<file path="src/itc_pkg.sv">
// constants for the ide timing configuration register bank
package itc_pkg;
  localparam logic [7:0] OFS_CTL3    = 8'h42;
  localparam logic [7:0] OFS_WBSTAT  = 8'h43;
  localparam logic [7:0] OFS_C1D1_RD = 8'h44;
  localparam logic [7:0] OFS_C1D1_WR = 8'h45;
  localparam logic [7:0] OFS_C1D2_RD = 8'h48;
  localparam logic [7:0] OFS_C1D2_WR = 8'h49;
  localparam logic [7:0] OFS_C2D1_RD = 8'h4c;
  localparam logic [7:0] OFS_C2D1_WR = 8'h4d;
  localparam logic [7:0] OFS_C2D2_RD = 8'h50;
  localparam logic [7:0] OFS_C2D2_WR = 8'h51;
  localparam logic [7:0] OFS_CMDTIM  = 8'h54;
  localparam logic [7:0] OFS_SECSZ   = 8'h55;
  localparam logic [7:0] OFS_C1_SH0  = 8'h58;
  localparam logic [7:0] OFS_C1_SH1  = 8'h59;
  localparam logic [7:0] OFS_C2_SH0  = 8'h5c;
  localparam logic [7:0] OFS_C2_SH1  = 8'h5d;
  // reset values
  localparam logic [7:0] RST_CTL3    = 8'h00;
  localparam logic [7:0] RST_DATATIM = 8'h85;
  localparam logic [7:0] RST_CMDTIM  = 8'hb7;
  localparam logic [7:0] RST_SECSZ   = 8'hee;
  localparam logic [7:0] RST_SHADOW  = 8'h00;
  // field positions in control register three
  localparam int BIT_PF_CH1  = 0;
  localparam int BIT_PF_CH2  = 1;
  localparam int BIT_ZERO_WS = 3;
  localparam int BIT_FC_LO   = 4;
  // drive-side register offsets inside a channel window
  localparam logic [2:0] DRV_DATA    = 3'h0;
  localparam logic [2:0] DRV_SELECT  = 3'h6;
  localparam int         BIT_DRV_SEL = 4;
  // strobe sequencer states
  typedef enum logic [1:0] {
    ST_IDLE    = 2'b00,
    ST_ACTIVE  = 2'b01,
    ST_RECOVER = 2'b10
  } itc_state_t;
endpackage

</file>
<file path="src/itc_regs.sv">
// configuration register bank and per-channel drive strobe sequencers
// What this block does; [RL5] is a duty of software
// [RL1] per-channel prefetch enable, bits 0 and 1
// [RL2] bit 3 picks one or zero wait states
// [RL3] bits 4-7 pick IORDY or DMA handshake
// [RL4] read-only write buffer occupancy per channel
// [RL5] software checks buffer empty before power-off
// [RL6] data port reads 16-bit, own read timing
// [RL7] data port writes 16-bit, own write timing
// [RL8] low nibble sets data strobe active time
// [RL9] high nibble sets data recovery time
// [RL10] command/control accesses 8-bit, shared timing
// [RL11] shared timing nibbles, reset value B7h
// [RL12] channel 1 sector size code, bits 3-0
// [RL13] channel 2 sector size, reset EEh
// [RL14] shadow captures last device control write
// [RL15] data timing registers reset to 85h
// [RL16] strobe active count then recovery count
// [RL17] shadow chosen by last selected drive
`timescale 1ns/100ps
module itc_regs (
  input  wire logic       REF_CLK,
  input  wire logic       RST,
  input  wire logic [7:0] CFG_ADDR,
  input  wire logic       CFG_WR,
  input  wire logic       CFG_RD,
  input  wire logic [7:0] CFG_WDATA,
  output logic      [7:0] CFG_RDATA,
  input  wire logic [1:0] WBUF_NOT_EMPTY,
  input  wire logic [1:0] DRV_REQ,
  input  wire logic [1:0] DRV_WRITE,
  input  wire logic [1:0] DRV_CTLBLK,
  input  wire logic [5:0] DRV_ADDR,
  input  wire logic [31:0] DRV_WDATA,
  output logic      [1:0] DRV_BUSY,
  output logic      [1:0] DRV_WIDE,
  output logic      [1:0] DRV_RD_STROBE,
  output logic      [1:0] DRV_WR_STROBE,
  output logic      [1:0] PREFETCH_EN,
  output logic            ZERO_WAIT,
  output logic      [3:0] FLOW_DMA_HANDSHAKE,
  output logic      [7:0] SECTOR_SIZE
);
  import itc_pkg::*;

  logic [7:0] ctl3_q;
  logic [7:0] rtim_q [4];
  logic [7:0] wtim_q [4];
  logic [7:0] cmdtim_q;
  logic [7:0] secsz_q;
  logic [7:0] shadow_q [4];
  logic [1:0] drv_sel_q;
  logic [1:0] wb_s1_q, wb_s2_q, wb_s3_q, wb_q;

  // index of a data timing register, -1 when the address is not one
  function automatic int tim_index(input logic [7:0] a);
    unique case (a)
      OFS_C1D1_RD, OFS_C1D1_WR: tim_index = 0;
      OFS_C1D2_RD, OFS_C1D2_WR: tim_index = 1;
      OFS_C2D1_RD, OFS_C2D1_WR: tim_index = 2;
      OFS_C2D2_RD, OFS_C2D2_WR: tim_index = 3;
      default:                  tim_index = -1;
    endcase
  endfunction

  // writable configuration registers
  always_ff @(posedge REF_CLK or posedge RST) begin
    if (RST) begin
      ctl3_q   <= RST_CTL3;
      cmdtim_q <= RST_CMDTIM;                  // [RL11]
      secsz_q  <= RST_SECSZ;                   // [RL13]
      for (int i = 0; i < 4; i++) begin
        rtim_q[i] <= RST_DATATIM;              // [RL15]
        wtim_q[i] <= RST_DATATIM;              // [RL15]
      end
    end else if (CFG_WR) begin
      if (CFG_ADDR == OFS_CTL3) ctl3_q <= CFG_WDATA & 8'hfb;  // bit 2 reserved
      if (CFG_ADDR == OFS_CMDTIM) cmdtim_q <= CFG_WDATA;
      if (CFG_ADDR == OFS_SECSZ) secsz_q <= CFG_WDATA;        // [RL12] [RL13]
      if (tim_index(CFG_ADDR) >= 0) begin
        if (CFG_ADDR[0]) wtim_q[tim_index(CFG_ADDR)] <= CFG_WDATA;
        else rtim_q[tim_index(CFG_ADDR)] <= CFG_WDATA;
      end
    end
  end

  // status pins come from outside; three stages, change taken when last two agree
  always_ff @(posedge REF_CLK or posedge RST) begin
    if (RST) begin
      wb_s1_q <= 2'h0;
      wb_s2_q <= 2'h0;
      wb_s3_q <= 2'h0;
      wb_q    <= 2'h0;
    end else begin
      wb_s1_q <= WBUF_NOT_EMPTY;
      wb_s2_q <= wb_s1_q;
      wb_s3_q <= wb_s2_q;
      for (int c = 0; c < 2; c++)
        if (wb_s2_q[c] == wb_s3_q[c]) wb_q[c] <= wb_s3_q[c];  // [RL4]
    end
  end

  // register read mux; unmapped offsets read zero
  always_comb begin
    CFG_RDATA = 8'h00;
    if (CFG_RD) begin
      unique case (CFG_ADDR)
        OFS_CTL3:   CFG_RDATA = ctl3_q;
        OFS_WBSTAT: CFG_RDATA = {6'h00, wb_q};  // [RL4]
        OFS_CMDTIM: CFG_RDATA = cmdtim_q;
        OFS_SECSZ:  CFG_RDATA = secsz_q;
        OFS_C1_SH0: CFG_RDATA = shadow_q[0];
        OFS_C1_SH1: CFG_RDATA = shadow_q[1];
        OFS_C2_SH0: CFG_RDATA = shadow_q[2];
        OFS_C2_SH1: CFG_RDATA = shadow_q[3];
        default: begin
          if (tim_index(CFG_ADDR) >= 0)
            CFG_RDATA = CFG_ADDR[0] ? wtim_q[tim_index(CFG_ADDR)]
                                    : rtim_q[tim_index(CFG_ADDR)];
        end
      endcase
    end
  end

  // configuration outputs
  assign PREFETCH_EN        = {ctl3_q[BIT_PF_CH2], ctl3_q[BIT_PF_CH1]};  // [RL1]
  assign ZERO_WAIT          = ctl3_q[BIT_ZERO_WS];                       // [RL2]
  assign FLOW_DMA_HANDSHAKE = ctl3_q[BIT_FC_LO +: 4];                    // [RL3]
  assign SECTOR_SIZE        = secsz_q;

  // drive select tracking and device control shadows; shadows carry no
  // meaningful reset value but are cleared so simulation stays defined
  always_ff @(posedge REF_CLK or posedge RST) begin
    if (RST) begin
      drv_sel_q <= 2'h0;
      for (int i = 0; i < 4; i++) shadow_q[i] <= RST_SHADOW;
    end else begin
      for (int c = 0; c < 2; c++) begin
        if (DRV_REQ[c] && !DRV_BUSY[c] && DRV_WRITE[c]) begin
          if (!DRV_CTLBLK[c] && DRV_ADDR[3*c +: 3] == DRV_SELECT)
            drv_sel_q[c] <= DRV_WDATA[16*c + BIT_DRV_SEL];          // [RL17]
          if (DRV_CTLBLK[c])
            shadow_q[2*c + int'(drv_sel_q[c])] <= DRV_WDATA[16*c +: 8];  // [RL14] [RL17]
        end
      end
    end
  end

  // per-channel strobe sequencer
  itc_state_t st_q [2];
  logic [3:0] cnt_q [2];
  logic [3:0] rec_q [2];
  logic [1:0] wr_q;

  always_ff @(posedge REF_CLK or posedge RST) begin
    if (RST) begin
      for (int c = 0; c < 2; c++) begin
        st_q[c]  <= ST_IDLE;
        cnt_q[c] <= 4'h0;
        rec_q[c] <= 4'h0;
      end
      wr_q     <= 2'h0;
      DRV_WIDE <= 2'h0;
    end else begin
      for (int c = 0; c < 2; c++) begin
        unique case (st_q[c])
          ST_IDLE: begin
            if (DRV_REQ[c]) begin
              logic [7:0] t;
              logic       data_port;
              data_port = !DRV_CTLBLK[c] && DRV_ADDR[3*c +: 3] == DRV_DATA;
              if (!data_port) t = cmdtim_q;                          // [RL10] [RL11]
              else if (DRV_WRITE[c]) t = wtim_q[2*c + int'(drv_sel_q[c])];  // [RL7]
              else t = rtim_q[2*c + int'(drv_sel_q[c])];                    // [RL6]
              DRV_WIDE[c] <= data_port;                              // [RL6] [RL7] [RL10]
              wr_q[c]     <= DRV_WRITE[c];
              cnt_q[c]    <= (t[3:0] == 4'h0) ? 4'h1 : t[3:0];      // [RL8] [RL11]
              rec_q[c]    <= t[7:4];                                 // [RL9]
              st_q[c]     <= ST_ACTIVE;
            end
          end
          ST_ACTIVE: begin
            if (cnt_q[c] == 4'h1) begin                              // [RL16]
              cnt_q[c] <= rec_q[c];
              st_q[c]  <= (rec_q[c] == 4'h0) ? ST_IDLE : ST_RECOVER;
            end else cnt_q[c] <= cnt_q[c] - 4'h1;
          end
          ST_RECOVER: begin
            if (cnt_q[c] == 4'h1) st_q[c] <= ST_IDLE;                // [RL16]
            else cnt_q[c] <= cnt_q[c] - 4'h1;
          end
          default: st_q[c] <= ST_IDLE;
        endcase
      end
    end
  end

  // strobes follow the active state directly; busy covers active and recovery
  always_comb begin
    for (int c = 0; c < 2; c++) begin
      DRV_BUSY[c]      = st_q[c] != ST_IDLE;
      DRV_RD_STROBE[c] = st_q[c] == ST_ACTIVE && !wr_q[c];
      DRV_WR_STROBE[c] = st_q[c] == ST_ACTIVE && wr_q[c];
    end
  end
endmodule

</file>
<file path="config.mk">
export PLATFORM = sky130hd
export DESIGN_NAME = itc_regs
export DESIGN_NICKNAME = d
export VERILOG_FILES = /design/src/itc_pkg.sv /design/src/itc_regs.sv
export SDC_FILE = /design/constraint.sdc
export NUM_CORES = 1
export LEC_CHECK = 0
export BUFFER_PORTS_ARGS = -buffer_cell sky130_fd_sc_hd__buf_2
export CAP_MARGIN = 10
export CORE_UTILIZATION = 53
export DETAILED_ROUTE_END_ITERATION = 10
export PLACE_DENSITY = 0.77
export SETUP_SLACK_MARGIN = 0.02
export SYNTH_ARGS = -nofsm -noshare
export SYNTH_HDL_FRONTEND = slang
export SYNTH_SLANG_ARGS = --single-unit
</file>
<file path="constraint.sdc">
create_clock -name REF_CLK -period 4.4 [get_ports REF_CLK]
set_input_delay 0.44 -clock REF_CLK [delete_from_list [all_inputs] [get_ports REF_CLK]]
set_output_delay 0.44 -clock REF_CLK [all_outputs]
set_load 0.01 [all_outputs]
</file>
==> results by group <==
Run status
  – Outcome: finished, final reports clean

Placed design
  – Pre-CTS worst setup slack: ~1200 ps
  – Gpl congestion: between 0.8 and 0.9
  – DP HPWL: approximately 14000 um
  – Port bufs: 80
  – Placed Cells incl. Taps: approximately 900

Setup path
  – Worst setup startpoint: CFG_ADDR[2]
  – Worst path required time: approximately 4000 ps
  – Crit path capture: CFG_RDATA[7]
  – Crit path launch type: input port
  – Worst path slowest cell: a311oi_4
  – Worst r2r dst: shadow_q[12]
  – Worst reg2reg setup slack: ~1900 ps
  – Crit-path cells: buf_2 > nand2b_1 > a311oi_4 > o221ai_1 > o22ai_1 > o2bb2ai_1 > buf_2
  – Critical path type: in2out
  – Crit-path max FO: 23
  – Worst setup EP type: primary output
  – Worst EP arrival: ~2900 ps
  – Most used cell, CP: buf_2
  – Worst reg2reg startpoint: st_q[1]
  – Worst R2R Path Depth: 5
  – Max incr delay on CP: 840 ps

Floorplan
  – Initial Utilization: between 50 and 60%
  – I/O Pins: between 90 and 100
  – Core Area: approximately 0.015 mm2
  – Die Width: 126 um
  – Die area: 0.0158 mm2
  – Chip height: approximately 130 um
  – Row count: 44

Drt
  – DRT antenna net count: 0
  – DR vias/cell: between 6 and 7
  – TritonRoute pass-1 iters: 6
  – Starting DRT DRC Count: approximately 620
  – Vias: approximately 5900
  – DR WL/cell: around 23 um
  – DRC violations left: 0
  – Final WL: 20800 um

Global route
  – Grt ovf: 0
  – First-pass GRT wire length: roughly 33000 um
  – Vias in the first global route: a little over 6000
  – Largest net degree at the start of global routing: approximately 150
  – Initial antenna violation count: 0
  – Tot GR Track Use: between 20% and 30%

Flow run
  – Number of max-cap violations: 0

Clock network
  – Clock Tree Buf Depth: 2
  – Root buf cell: clkbuf_16
  – H-tree depth: 4
  – CTS tree: done
  – Post-CTS Resized: 0
  – Hold buffer count at CTS: 0
  – Total CTS buffers: 17
  – Clock transition at the registers of the reported paths: around 60 ps
  – Postcts setup bufs: 0
  – Worst-Skew Late Latency: approximately 430 ps
  – # clock sinks: 153

Yosys
  – Syn Area/Cell: about 12 um2
  – Post-Syn Area: between 0.008 and 0.009 mm2
  – Syn_nets: 729
  – Post-synthesis register bit count: between 150 and 200
  – Yosys warnings: 0
  – Post-synth EDFFs: 0
  – Sequential area share after synthesis: between 40% and 50%
  – Yosys cell types: 60
  – Top FF cell, synth: dfrtp_1
  – Synth async-reset ratio: 100%
  – Post-Syn Instances: 650

Worst hold path
  – HP Start: WBUF_NOT_EMPTY[0]
  – Worst hold path class: in2reg

Power and ir drop
  – PD cells: between 400 and 500 mW/mm2
  – Static Leak: between 0.004 and 0.005 uW
  – Peak supply drop: roughly 0.0004 V

Timing
  – Slew @ Worst Pin: 902 ps
  – F_max: about 300 MHz
  – Slew Limit Fails: 0
  – Min Tclk post-route: between 3000 and 4000 ps
  – Setup_tns: 0 ps
  – Hold Slack: about 110 ps
  – Count of final setup violators: 0
  – RSZ-0062 raised after global routing: false
  – Fin crit share: about three quarters
  – Skew final: ~9.4 ps
  – Rel. slew slack: about two fifths
  – Fin. Hold Viols: 0
  – Final worst slack: 1070 ps

Cells and area
  – Fin nets: between 700 and 800
  – Most frequent cells in the layout: 145 x mux2_2, 117 x dfrtp_1, 80 x buf_2
  – Core Util, Final: 62.4%
  – Share of layout cells above drive strength 1: around 46%
  – Layout Cells excl Fill: a little over 900
  – N_diodes: 0
  – Area delta synth->final: 13.5%
  – Commonest non-fill, non-tap cell in the layout: mux2_2
critical path, delay by kind of cell:
| family | cells | cell delay (ps) |
|---|---|---|
| buffers and inverters | 2 | 580 |
| and+or+nand+nor | 1 | 320 |
| AOI/OAI and AO/OA | 4 | 1530 |
registers in the layout, indices dropped and copies added (netlist names):
register / flops
rec_q: 8
wb_s2_q: 2
SECTOR_SIZE: 8
wtim_q: 32
rtim_q: 32
wb_s3_q: 2
wb_s1_q: 2
shadow_q: 32
drv_sel_q: 2
DRV_WIDE: 2
wb_q: 2
wr_q: 2
cmdtim_q: 8
ctl3_q: 7
cnt_q: 8
st_q: 4
through the flow:
step | power [uW] | cell area [um2]
global route | 4680 | 9210
detailed placement | 3000 | 8630
global placement | 2930 | 8630
floorplan | 2680 | 8120
CTS | 4460 | 9210
finish | 4460 | 9210
power by group:
part	leakage (uW)	internal [uW]	total [uW]	switching, uW
combinational	0.00188	537	1110	568
clock	0.000281	805	1460	654
sequential	0.00191	1670	1900	224
total	0.00407	3010	4460	1450
layout make-up:
cell class	instances	area (um2)
clock buffer	18	429
inverter	16	63.8
sequential	153	3870
fill	1137	5540
multi-input combinational	445	4030
clock inverter	14	156
tap	184	230
timing repair buffer	82	428
cells by family after synthesis:
kind of cell	Yosys count	synth area share, %
muxes	177	26.7
DFF	153	47.7
AOI/OAI and AO/OA	128	11.5
and+or+nand+nor	121	8.85
buffers and inverters	52	2.62
adders and majority gates	15	2.25
xor gates and xnor gates	4	0.432
synthesized netlist by cell type (3+ instances only):
cell type | number | area share [%]
a31oi_1 | 4 | 0.31
dfstp_2 | 36 | 12
o2bb2ai_1 | 9 | 0.97
o21ai_0 | 27 | 1.7
a2bb2oi_1 | 3 | 0.32
nor3b_1 | 3 | 0.28
a211o_1 | 4 | 0.43
and2_1 | 4 | 0.31
o22ai_1 | 14 | 1.1
nand2b_1 | 6 | 0.46
o221ai_1 | 11 | 1.2
a22oi_1 | 8 | 0.74
nand3_1 | 10 | 0.62
a222oi_1 | 4 | 0.49
nor3_1 | 6 | 0.37
buf_2 | 4 | 0.25
mux4_2 | 17 | 4.7
o22a_1 | 12 | 1.3
clkbuf_1 | 24 | 1.1
nor4_1 | 5 | 0.39
mux2_2 | 145 | 20
a21oi_1 | 11 | 0.68
dfrtp_1 | 117 | 36
buf_1 | 5 | 0.23
nor2b_1 | 5 | 0.39
inv_1 | 16 | 0.74
o211ai_1 | 10 | 0.92
nor2_4 | 6 | 0.83
nand2_1 | 29 | 1.3
ha_1 | 13 | 2.0
mux2i_1 | 15 | 1.8
nor2_1 | 27 | 1.2
worst min path at each step:
stage / cells past startpoint / slack [ps] / end
6_report: 1 / 110 / wb_s1_q[0]
5_1_grt: 1 / 100 / wb_s1_q[1]
4_1_cts: 1 / 100 / wb_s1_q[0]
3_5_place_dp: 0 / 340 / wb_s2_q[0]
3_3_place_gp: 0 / 330 / wb_s2_q[0]
2_1_floorplan: 0 / 330 / wb_s2_q[0]
layer usage:
layer / GRT usage, % / vias to the layer above / share of wire, %
li1: - / 2602 / -
met1: 36.3 / 3017 / 42
met2: 44.7 / 254 / 49
met3: 5.40 / 53 / 6.0
met4: 11.8 / 0 / 3.3
met5: 0 / - / 0
Note: power is estimated with default switching activity, not from simulation.
